===== config.mk =====
export PLATFORM = sky130hd
export DESIGN_NAME = dahr_ctrl
export DESIGN_NICKNAME = d
export VERILOG_FILES = /design/src/inc/dahr_pkg.sv /design/src/rtl/dahr_ctrl.sv
export SDC_FILE = /design/constraint.sdc
export NUM_CORES = 1
export LEC_CHECK = 0
export BUFFER_PORTS_ARGS = -buffer_cell sky130_fd_sc_hd__buf_2
export CORE_ASPECT_RATIO = 2
export CORE_UTILIZATION = 55
export DETAILED_ROUTE_END_ITERATION = 10
export PLACE_DENSITY = 0.76
export SLEW_MARGIN = 0
export SYNTH_ARGS = -nofsm -noshare
export SYNTH_HDL_FRONTEND = slang
export SYNTH_SLANG_ARGS = --single-unit
export TNS_END_PERCENT = 50

===== constraint.sdc =====
create_clock -name clk -period 5.1 [get_ports clk]
set_input_delay 0.51 -clock clk [delete_from_list [all_inputs] [get_ports clk]]
set_output_delay 0.51 -clock clk [all_outputs]
set_load 0.02 [all_outputs]

===== src/inc/dahr_pkg.sv =====
// Constants and types for the automatic-access DRAM controller with hidden refresh.
// Assumes a single 125 MHz clock; all pins sampled synchronously to it.
package dahr_pkg;
  // Address width and bank count
  localparam int ADDR_W = 9;
  localparam int BANKS = 4;
  // Clock period in picoseconds
  localparam int CLK_PS = 8000;
  // Row hold times in picoseconds, long (select high) and short
  localparam int ROW_HOLD_LONG_PS = 15000;
  localparam int ROW_HOLD_SHORT_PS = 8000;
  // Least times round up to whole cycles
  localparam logic [3:0] ROW_HOLD_LONG_CYC = 4'((ROW_HOLD_LONG_PS + CLK_PS - 1) / CLK_PS);
  localparam logic [3:0] ROW_HOLD_SHORT_CYC = 4'((ROW_HOLD_SHORT_PS + CLK_PS - 1) / CLK_PS);
  // Refresh mode select values
  localparam logic REFRESH_MODE_EXTERNAL = 1'b0;
  localparam logic REFRESH_MODE_AUTO = 1'b1;
  // Reset values
  localparam logic [8:0] REFRESH_COUNT_RESET = 9'h000;
  // Auto refresh generation falling-edge counts
  localparam logic [2:0] AUTO_FALL_START = 3'h2;
  localparam logic [2:0] AUTO_FALL_END = 3'h4;
  // Access sequencer states
  typedef enum logic [1:0] {
    ACC_IDLE,
    ACC_ROW,
    ACC_COL
  } dahr_acc_type;
endpackage : dahr_pkg


===== src/rtl/dahr_ctrl.sv =====
// DRAM controller: automatic access, hidden refresh, refresh request, forced refresh.
// Assumes all inputs are synchronous to clk; slow clocks are sampled and edge-detected.
`timescale 1ns/1ps
module dahr_ctrl (
  // Clock and reset
  input wire logic clk,
  input wire logic rst,
  // Address inputs
  input wire logic [8:0] row_addr_in,
  input wire logic [8:0] col_addr_in,
  input wire logic bank_sel_lo,
  input wire logic bank_sel_hi,
  input wire logic address_latch_strobe,
  // Access control
  input wire logic access_request_in_n,
  input wire logic write_request_in_n,
  input wire logic chip_select_n,
  input wire logic row_hold_select,
  // Refresh control
  input wire logic refresh_period_clock,
  input wire logic refresh_gen_clock,
  input wire logic refresh_mode_n,
  input wire logic refresh_mode_select,
  // DRAM outputs
  output logic [8:0] dram_addr_out,
  output logic [3:0] row_strobe_n,
  output logic col_strobe_n,
  output logic write_strobe_n,
  // Refresh request pin, driven low only (open drain)
  output logic refresh_request_out,
  output logic refresh_request_oe
);

  ////////////////////////////////////////////////////////////////////////////
  // Address latches
  ////////////////////////////////////////////////////////////////////////////
  logic [8:0] row_lat_q, row_lat_d; // Held row address
  logic [8:0] col_lat_q, col_lat_d; // Held column address
  logic [1:0] bank_lat_q, bank_lat_d; // Held bank select
  logic [8:0] row_eff; // Row address in use
  logic [8:0] col_eff; // Column address in use
  logic [1:0] bank_eff; // Bank in use

  always_comb begin
    row_lat_d = row_lat_q;
    col_lat_d = col_lat_q;
    bank_lat_d = bank_lat_q;
    if (address_latch_strobe) begin
      row_lat_d = row_addr_in;
      col_lat_d = col_addr_in;
      bank_lat_d = {bank_sel_hi, bank_sel_lo};
    end
    // Fall through while strobe is high
    row_eff = address_latch_strobe ? row_addr_in : row_lat_q;
    col_eff = address_latch_strobe ? col_addr_in : col_lat_q;
    bank_eff = address_latch_strobe ? {bank_sel_hi, bank_sel_lo} : bank_lat_q;
  end

  // Latch registers
  always_ff @(posedge clk) begin
    if (rst) begin
      row_lat_q <= 9'h000;
      col_lat_q <= 9'h000;
      bank_lat_q <= 2'h0;
    end else begin
      row_lat_q <= row_lat_d;
      col_lat_q <= col_lat_d;
      bank_lat_q <= bank_lat_d;
    end
  end

  ////////////////////////////////////////////////////////////////////////////
  // Input edge detection
  ////////////////////////////////////////////////////////////////////////////
  logic pclk_q; // Previous refresh clock
  logic gclk_q; // Previous generation clock
  logic req_in_q; // Previous access request
  logic mode_q; // Previous refresh mode
  logic pclk_fall, gclk_fall, req_rise, mode_entry;

  // Previous-value registers; slow clocks tracked in reset, so no false edge on release
  always_ff @(posedge clk) begin
    if (rst) begin
      pclk_q <= refresh_period_clock;
      gclk_q <= refresh_gen_clock;
      req_in_q <= 1'b1;
      mode_q <= 1'b1;
    end else begin
      pclk_q <= refresh_period_clock;
      gclk_q <= refresh_gen_clock;
      req_in_q <= access_request_in_n;
      mode_q <= refresh_mode_n;
    end
  end

  // Edge pulses
  always_comb begin
    pclk_fall = pclk_q & ~refresh_period_clock;
    gclk_fall = gclk_q & ~refresh_gen_clock;
    req_rise = ~req_in_q & access_request_in_n;
    mode_entry = mode_q & ~refresh_mode_n;
  end

  ////////////////////////////////////////////////////////////////////////////
  // Refresh state
  ////////////////////////////////////////////////////////////////////////////
  logic [8:0] rcnt_q, rcnt_d; // Refresh row counter
  logic hid_q, hid_d; // Hidden refresh in progress
  logic done_q, done_d; // Refresh done this period
  logic pend_q, pend_d; // Refresh request pending
  logic [2:0] falls_q, falls_d; // Generation clock falls in auto mode
  logic auto_low; // Auto refresh strobes low
  logic hid_ok; // Hidden refresh conditions met
  logic ext_mode, auto_mode;

  // Refresh next-state logic
  always_comb begin
    ext_mode = ~refresh_mode_n & (refresh_mode_select == dahr_pkg::REFRESH_MODE_EXTERNAL);
    auto_mode = ~refresh_mode_n & (refresh_mode_select == dahr_pkg::REFRESH_MODE_AUTO);
    hid_ok = refresh_mode_n & chip_select_n & refresh_period_clock & ~done_q;
    rcnt_d = rcnt_q;
    hid_d = hid_q;
    done_d = done_q;
    pend_d = pend_q;
    falls_d = falls_q;
    if (hid_ok && !access_request_in_n) begin
      hid_d = 1'b1;
      done_d = 1'b1;
    end
    if (hid_q && req_rise) begin
      hid_d = 1'b0;
    end
    if (req_rise && (hid_q || ext_mode)) begin
      rcnt_d = 9'(rcnt_q + 9'h001);
    end
    if (!auto_mode) begin
      falls_d = 3'h0;
    end else if (gclk_fall && falls_q != dahr_pkg::AUTO_FALL_END) begin
      falls_d = 3'(falls_q + 3'h1);
      if (3'(falls_q + 3'h1) == dahr_pkg::AUTO_FALL_END) begin
        rcnt_d = 9'(rcnt_q + 9'h001);
      end
    end
    // Period restarts when refresh clock falls; request if nothing refreshed
    if (pclk_fall) begin
      if (!done_q && !hid_q) begin
        pend_d = 1'b1;
      end
      done_d = 1'b0;
    end
    if (ext_mode) begin
      pend_d = 1'b0;
    end
    if (auto_low) begin
      pend_d = 1'b0;
    end
    // Forced refresh entered while period clock high counts as its refresh
    if (mode_entry && refresh_period_clock) begin
      done_d = 1'b1;
    end
  end

  // Strobes low between second and fourth fall; release via auto_mode
  assign auto_low = auto_mode && falls_q >= dahr_pkg::AUTO_FALL_START && falls_q < dahr_pkg::AUTO_FALL_END;

  // Refresh registers
  always_ff @(posedge clk) begin
    if (rst) begin
      rcnt_q <= dahr_pkg::REFRESH_COUNT_RESET;
      hid_q <= 1'b0;
      done_q <= 1'b0;
      pend_q <= 1'b0;
      falls_q <= 3'h0;
    end else begin
      rcnt_q <= rcnt_d;
      hid_q <= hid_d;
      done_q <= done_d;
      pend_q <= pend_d;
      falls_q <= falls_d;
    end
  end

  ////////////////////////////////////////////////////////////////////////////
  // Access sequencer
  ////////////////////////////////////////////////////////////////////////////
  dahr_pkg::dahr_acc_type acc_q, acc_d; // Access phase
  logic [3:0] hold_q, hold_d; // Row hold counter
  logic [3:0] hold_need; // Selected row hold

  // Access next-state logic
  always_comb begin
    hold_need = row_hold_select ? dahr_pkg::ROW_HOLD_LONG_CYC : dahr_pkg::ROW_HOLD_SHORT_CYC;
    acc_d = acc_q;
    hold_d = hold_q;
    unique case (acc_q)
      dahr_pkg::ACC_IDLE: begin
        if (!access_request_in_n && !chip_select_n && refresh_mode_n && !hid_d) begin
          acc_d = dahr_pkg::ACC_ROW;
          hold_d = 4'h1;
        end
      end
      dahr_pkg::ACC_ROW: begin
        if (access_request_in_n) begin
          acc_d = dahr_pkg::ACC_IDLE;
        end else if (hold_q >= hold_need) begin
          acc_d = dahr_pkg::ACC_COL;
        end else begin
          hold_d = 4'(hold_q + 4'h1);
        end
      end
      dahr_pkg::ACC_COL: begin
        if (access_request_in_n) begin
          acc_d = dahr_pkg::ACC_IDLE;
        end
      end
    endcase
  end

  // Access registers
  always_ff @(posedge clk) begin
    if (rst) begin
      acc_q <= dahr_pkg::ACC_IDLE;
      hold_q <= 4'h0;
    end else begin
      acc_q <= acc_d;
      hold_q <= hold_d;
    end
  end

  ////////////////////////////////////////////////////////////////////////////
  // Output registers
  ////////////////////////////////////////////////////////////////////////////
  logic [8:0] addr_d;
  logic [3:0] ras_d;
  logic cas_d, we_d, rq_d;

  // Output next values
  always_comb begin
    ras_d = 4'hf;
    addr_d = row_eff;
    cas_d = 1'b1;
    we_d = write_request_in_n;
    if (!refresh_mode_n) begin
      // Counter on address in refresh modes
      addr_d = rcnt_q;
      we_d = 1'b1;
      if (ext_mode) begin
        // System drives strobes in external refresh
        ras_d = {4{access_request_in_n}};
      end else if (auto_low) begin
        ras_d = 4'h0;
      end
    end else if (hid_d) begin
      addr_d = rcnt_q;
      ras_d = {4{access_request_in_n}};
      we_d = 1'b1;
    end else if (acc_d != dahr_pkg::ACC_IDLE) begin
      ras_d[bank_eff] = access_request_in_n;
      if (acc_d == dahr_pkg::ACC_COL) begin
        addr_d = col_eff;
        cas_d = 1'b0;
      end
    end
    // Pin low only while a request is pending
    rq_d = ~pend_d;
  end

  // Output flip-flops
  always_ff @(posedge clk) begin
    if (rst) begin
      dram_addr_out <= 9'h000;
      row_strobe_n <= 4'hf;
      col_strobe_n <= 1'b1;
      write_strobe_n <= 1'b1;
      refresh_request_out <= 1'b1;
      refresh_request_oe <= 1'b0;
    end else begin
      dram_addr_out <= addr_d;
      row_strobe_n <= ras_d;
      col_strobe_n <= cas_d;
      write_strobe_n <= we_d;
      refresh_request_out <= rq_d;
      refresh_request_oe <= ~rq_d;
    end
  end

  ////////////////////////////////////////////////////////////////////////////
  // Assertions
  ////////////////////////////////////////////////////////////////////////////
  property p_tied_high;
    @(posedge clk) disable iff (rst) refresh_period_clock [*8] |-> refresh_request_out;
  endproperty
  a_tied_high: assert property (p_tied_high) else $error("request raised with refresh clock high");

  property p_ext_clears;
    @(posedge clk) disable iff (rst) ext_mode |=> refresh_request_out;
  endproperty
  a_ext_clears: assert property (p_ext_clears) else $error("request not released in external mode");

  property p_cas_late;
    @(posedge clk) disable iff (rst) (refresh_mode_n && $fell(col_strobe_n)) |-> $past(row_strobe_n) != 4'hf;
  endproperty
  a_cas_late: assert property (p_cas_late) else $error("column strobe without prior row strobe");

  // No new hidden refresh once this period's refresh is done
  property p_one_hidden;
    @(posedge clk) disable iff (rst) (!hid_q && done_q) |=> !hid_q;
  endproperty
  a_one_hidden: assert property (p_one_hidden) else $error("second hidden refresh in one period");

  // Strobes low once the second generation fall is counted
  property p_auto_low;
    @(posedge clk) disable iff (rst)
      (auto_mode && gclk_fall && falls_q == 3'(dahr_pkg::AUTO_FALL_START - 3'h1)) ##1 auto_mode
      |=> row_strobe_n == 4'h0;
  endproperty
  a_auto_low: assert property (p_auto_low) else $error("auto refresh strobes not low");

  property p_hidden_addr;
    @(posedge clk) disable iff (rst) (refresh_mode_n && hid_d) |=> dram_addr_out == $past(rcnt_q);
  endproperty
  a_hidden_addr: assert property (p_hidden_addr) else $error("counter not on address in hidden refresh");

  property p_inc;
    @(posedge clk) disable iff (rst) (req_rise && ext_mode) |=> rcnt_q == 9'($past(rcnt_q) + 9'h001);
  endproperty
  a_inc: assert property (p_inc) else $error("counter did not increment");

  property p_we;
    @(posedge clk) disable iff (rst) (refresh_mode_n && !hid_d) |=> write_strobe_n == $past(write_request_in_n);
  endproperty
  a_we: assert property (p_we) else $error("write strobe does not follow request");

endmodule : dahr_ctrl


==> flow_summary.json, run 1 <==
{
  "ys_async_sr_fraction": 0,
  "place.gp.congestion": 0.8564,
  "setup_viol": 0,
  "fmax_ghz": 0.3757,
  "drt_first_pass_iters": 5,
  "rows": 36,
  "clk_pin_slew_ps": 60,
  "netlist_area_um2": 2771,
  "path_class": "flop to flop",
  "vias_per_cell": 5.599,
  "wl_per_cell_um": 14.60,
  "rsz0062_at_grt": "no",
  "die_x_um": 52.20,
  "clock_path_buffers": 2,
  "wirelength_mm": 5.723,
  "nNetsFinal": 372,
  "syn_inst": 290,
  "cts_sinks": 61,
  "cts_tree": "built",
  "worst_setup_path_end_kind": "flop",
  "cts-root-buf": "clkbuf_8",
  "ys_seq_area_frac": 0.4406,
  "cts_setup_buffers": 0,
  "slew_violations": 0,
  "tns_ps": 0,
  "max_stage_delay_ps": 780,
  "hpwl_mm": 3.989,
  "vias": 2195,
  "stdcell_area_um2": 3167,
  "critPathLaunchType": "flop",
  "status": "complete, no violations",
  "drc": 0,
  "antenna_found_initial": 0,
  "finish.utilization": 0.6510,
  "port_buffers": 47,
  "crit_required_ps": 5300,
  "fp.dieArea_um2": 5344,
  "worstPathArrival_ps": 2870,
  "place_ws_ps": 2208,
  "ys_ff_latch": 61,
  "antenna_left": 0,
  "hold_class": "primary input to flop",
  "hold_violations": 0,
  "cts_resized": 0,
  "ys_warn_count": 0,
  "postCtsHoldBufs": 0,
  "clock_latency_ps": 340,
  "start_util": 0.5697,
  "overflow": 0,
  "cts-buffers-inserted": 9,
  "min_period_over_period": 0.5218,
  "grt_pass1_wl_mm": 9.446,
  "antenna_cells": 0,
  "syn_to_final_growth_pct": 14.27,
  "grt_pass1_vias": 2108,
  "track_usage": 0.2446,
  "p_per_area_nw_per_um2": 323.3,
  "peakVddDrop_mv": 0.2844,
  "fp.coreArea_um2": 4865,
  "io-pin-count": 48,
  "cp_max_fo": 11,
  "period_minus_slack_ps": 2661,
  "cpMaxStageDelayCell": "a32oi_1",
  "crit_path_cell_trace": "inv_1, ha_1, nand2b_1, a21o_1, a32oi_1, or3_1, a211oi_2",
  "slew_headroom": 0.3280,
  "fin_ws_ps": 2439,
  "synth_edf_count": 0,
  "grt_max_degree": 55,
  "drt-initial-drc-count": 61,
  "htree_levels": 3,
  "die_h_um": 102.4,
  "n_fill_cell": 421,
  "synth.distinct_cells": 47,
  "drive_gt1_frac": 0.2358,
  "synth_flop_cell": "dfxtp_1",
  "maxCapViolCount": 0,
  "leakage_nw": 1.371,
  "place_area_um2": 2983,
  "postSynthNetCount": 330,
  "finClkSkew_ps": 5.896,
  "avgSynthCellArea_um2": 9.557,
  "p_total_mw": 1.024,
  "worstMarginPinSlew_ps": 1008
}
[routing by layer]
metal  share of wire  vias to the layer above  global-route usage
met1            0.39                     1026              0.2519
met2            0.53                       61              0.4310
met3           0.048                       11             0.07143
met4           0.033                        0              0.1296
li1                -                     1097                   -
met5               0                        -                   0
[worst paths after layout]
path                          start                to  slack [ps]  depth (start not counted)
hold reg to reg           hold_q[3]         hold_q[3]         480                          2
hold / removal    refresh_gen_clock            gclk_q         290                          1
setup / recovery          hold_q[0]  dram_addr_out[3]        2440                          7
setup reg to reg          hold_q[0]  dram_addr_out[3]        2440                          7
[per-stage QoR]
stage                     hold WS [ps]  cells
after floorplan                  434.0    290
after global placement           464.5    378
after detailed placement         470.3    378
after CTS                        276.6    392
after global routing             276.1    392
final                            285.8    392
[area by class of cell]
| type | count | area, um^2 | share of cell area |
|---|---|---|---|
| Tap cell | 57 | 71.32 | 0.02252 |
| Clock buffer | 13 | 178.9 | 0.05650 |
| Timing Repair Buffer | 47 | 235.2 | 0.07428 |
| Sequential cell | 61 | 1221 | 0.3856 |
| Multi-Input combinational cell | 202 | 1414 | 0.4465 |
| Clock inverter | 1 | 5.005 | 0.001580 |
| Inverter | 11 | 41.29 | 0.01304 |
[critical path: cells and delay by family, from the launching register on]
| family | cells | cell delay, ps |
|---|---|---|
| flip-flops | 1 | 390 |
| adder cells (fa/ha/maj) | 1 | 260 |
| buffers and inverters | 1 | 70 |
| AND/OR/NAND/NOR | 2 | 670 |
| AO/OA/AOI/OAI | 3 | 1120 |
[sequential cells by signal (all words and copies together) (netlist names)]
signal / cells
col_lat_q: 9
row_lat_q: 9
hold_q: 4
acc_q: 2
bank_lat_q: 2
row_strobe_n: 4
write_strobe_n: 1
hid_q: 1
mode_q: 1
dram_addr_out: 9
req_in_q: 1
refresh_request_out: 1
refresh_request_oe: 1
falls_q: 3
rcnt_q: 9
col_strobe_n: 1
gclk_q: 1
pclk_q: 1
done_q: 1
[synthesized netlist by cell type (3+ instances only)]
cell	instances	area, um^2
mux2i_1	22	220.2
dfxtp_1	61	1221
nor2b_1	3	18.77
nor2_1	41	153.9
and2_1	9	56.30
o21bai_1	10	75.07
xnor2_1	5	43.79
a211oi_2	6	75.07
nand3_1	3	15.01
nor3_1	11	55.05
a211oi_1	3	22.52
o21ai_0	3	15.01
buf_2	4	20.02
clkbuf_1	6	22.52
ha_1	9	112.6
nand2b_1	6	37.54
a21oi_1	14	70.07
buf_6	3	33.78
nand2_1	13	48.80
or3_1	4	25.02
nor3b_1	4	30.03
nor4_1	8	50.05
inv_1	10	37.54
[cells by family after synthesis]
family / share of synthesized area
adder cells (fa/ha/maj): 0.04063
multiplexers: 0.07946
XOR/XNOR: 0.02212
buffers and inverters: 0.04921
AND/OR/NAND/NOR: 0.2226
flip-flops: 0.4406
AO/OA/AOI/OAI: 0.1454
[layout by cell type (no fill, tap or decap), types with 10 or more instances in the layout]
master / Yosys / layout
clkbuf_8: 0 / 13
a21oi_1: 14 / 14
dfxtp_1: 61 / 61
nor2_1: 41 / 41
nand2_1: 13 / 13
o21bai_1: 10 / 10
mux2i_1: 22 / 22
nor3_1: 11 / 11
inv_1: 10 / 10
buf_2: 4 / 47
[report_power, final]
group          total [mW]  internal [mW]  switching [mW]
logic               0.119         0.0473          0.0721
clock network       0.399          0.223           0.176
registers           0.506          0.498         0.00780
total                1.02          0.768           0.256
Power figures use the tool's default switching activity.
==> run 2: changes to the inputs <==
- CORE_UTILIZATION: 55 -> 50
- PLACE_DENSITY: 0.76 -> 0.72
- clock period: 5.1 -> 2.4 ns (I/O delays scaled with it)
==> run 2 against run 1 <==
Global-route usage decreased by 2.6 points. Via count up 0.64%. Combinational power grew 120%. Sequential power is 110% higher. Sequential share of layout area is 0.11 points lower. Total power increased by 100%. Critical endpoint is now dram_addr_out[8]. Register-to-register slack got worse by 2200 ps. Die area grew 9.7%. Non-clock buffer count increased by 4. Flip-flop and latch count did not move.
==> flow_summary.json, run 2 (synthesis results as in run 1) <==
{
  "status": "complete, no violations",
  "drc": 0,
  "critPathLaunchType": "flop",
  "maxCapViolCount": 0,
  "vias_per_cell": 5.509,
  "tns_ps": 0,
  "place.gp.congestion": 0.8094,
  "cts-buffers-inserted": 9,
  "antenna_left": 0,
  "hold_violations": 0,
  "crit_path_cell_trace": "inv_1, ha_1, nand2b_1, a211oi_1, o32a_1, or3_1, a221oi_2",
  "clock_latency_ps": 330,
  "start_util": 0.5158,
  "vias": 2209,
  "drive_gt1_frac": 0.2434,
  "antenna_found_initial": 0,
  "nNetsFinal": 376,
  "grt_max_degree": 55,
  "worst_setup_path_end_kind": "flop",
  "worstPathArrival_ps": 2440,
  "p_int_mw": 1.530,
  "fin_ws_ps": 198.2,
  "fmax_ghz": 0.4542,
  "p_switching_mw": 0.5461,
  "htree_levels": 3,
  "clk_pin_slew_ps": 70,
  "drt-initial-drc-count": 41,
  "rsz0062_at_grt": "no",
  "wirelength_mm": 5.718,
  "hold_class": "primary input to flop",
  "wl_per_cell_um": 14.26,
  "grt_pass1_vias": 2144,
  "cts_tree": "built",
  "rows": 38,
  "fp.coreArea_um2": 5373,
  "setup_viol": 0,
  "max_stage_delay_ps": 530,
  "crit_required_ps": 2640,
  "port_buffers": 47,
  "peakVddDrop_mv": 0.6489,
  "cts_resized": 0,
  "fp.dieArea_um2": 5863,
  "final_common_cell": "dfxtp_1",
  "power.share.combinational": 0.125,
  "cp_max_fo": 9,
  "slew_violations": 0,
  "slew_headroom": 0.4011,
  "grt_pass1_wl_mm": 9.232,
  "antenna_cells": 0,
  "p_seq_frac": 0.517,
  "cts-root-buf": "clkbuf_8",
  "track_usage": 0.2184,
  "worstMarginPinSlew_ps": 898.4,
  "io-pin-count": 48,
  "syn_to_final_growth_pct": 14.58,
  "swShare": 0.2630,
  "p_per_area_nw_per_um2": 653.9,
  "period_minus_slack_ps": 2202,
  "finClkSkew_ps": 8.528,
  "drt_first_pass_iters": 4,
  "clock_path_buffers": 2,
  "die_x_um": 54.65,
  "cpMaxStageDelayCell": "or3_1",
  "place_ws_ps": 215.9,
  "final_cell_mix": "dfxtp_1, buf_2, nor2_1",
  "die_h_um": 107.3,
  "power_frac_clock": 0.358,
  "postCtsHoldBufs": 0,
  "path_class": "flop to flop",
  "hpwl_mm": 4.112,
  "overflow": 0,
  "leakage_nw": 1.375,
  "min_period_over_period": 0.9174,
  "cts_setup_buffers": 0,
  "cts_sinks": 61
}
run 2: cell count changes in the layout (fill, tap and decap cells not counted), sizes merged:
cell | previous run | this run
buf | 47 | 51
clkbuf | 13 | 11
clkinv | 1 | 4
clkinvlp | 0 | 1
run 2: final cells by class:
cell class | instances | area, um^2
fillers | 520 | 2197
multi-input cells | 202 | 1414
flip-flops and latches | 61 | 1221
repair buffers | 51 | 265.3
clock buffers | 11 | 131.4
well taps | 60 | 75.07
inverters | 11 | 41.29
clock inverters | 5 | 27.53
run 2: worst max-delay path: cells and delay by family (launching register included):
kind,cells,cell delay (ps)
AOI/OAI and AO/OA,3,740
and+or+nand+nor,2,650
DFF,1,400
adders and majority gates,1,260
buffers and inverters,1,60
run 2: worst paths after layout:
path                startpoint                to  slack [ps]  cells after the start
max reg2reg          hold_q[0]  dram_addr_out[8]         200                      7
min reg2reg          hold_q[3]         hold_q[3]         480                      2
min          refresh_gen_clock            gclk_q          30                      1
max                  hold_q[0]  dram_addr_out[8]         200                      7
run 2: power groups by stage:
stage | Combinational, mW | Sequential (mW) | Clock (mW)
4_1_cts | 0.262 | 1.07 | 0.766
3_3_place_gp | 0.255 | 1.10 | 0
5_1_grt | 0.286 | 1.08 | 0.818
3_5_place_dp | 0.261 | 1.10 | 0
6_report | 0.260 | 1.07 | 0.743
2_1_floorplan | 0.162 | 1.11 | 0
run 2: routing by layer:
metal | routed length, um | vias to the layer above | part of all wire | GRT usage
met2 | 3103 | 50 | 0.54 | 0.3778
li1 | - | 1106 | - | -
met1 | 2301 | 1041 | 0.40 | 0.2302
met4 | 147 | 0 | 0.026 | 0.09524
met3 | 165 | 12 | 0.029 | 0.06073
met5 | 0 | - | 0 | 0
run 2: stage by stage:
step	cell area (um^2)	power [mW]	cells	hold slack (ps)	utilization
finish	3176	2.077	401	27.88	0.5911
floorplan	2771	1.276	290	267.7	-
detailed placement	3017	1.357	385	364.8	0.5615
global route	3176	2.182	401	13.47	0.5911
CTS	3176	2.102	401	13.44	0.5911
global placement	3017	1.351	385	362.7	0.5615
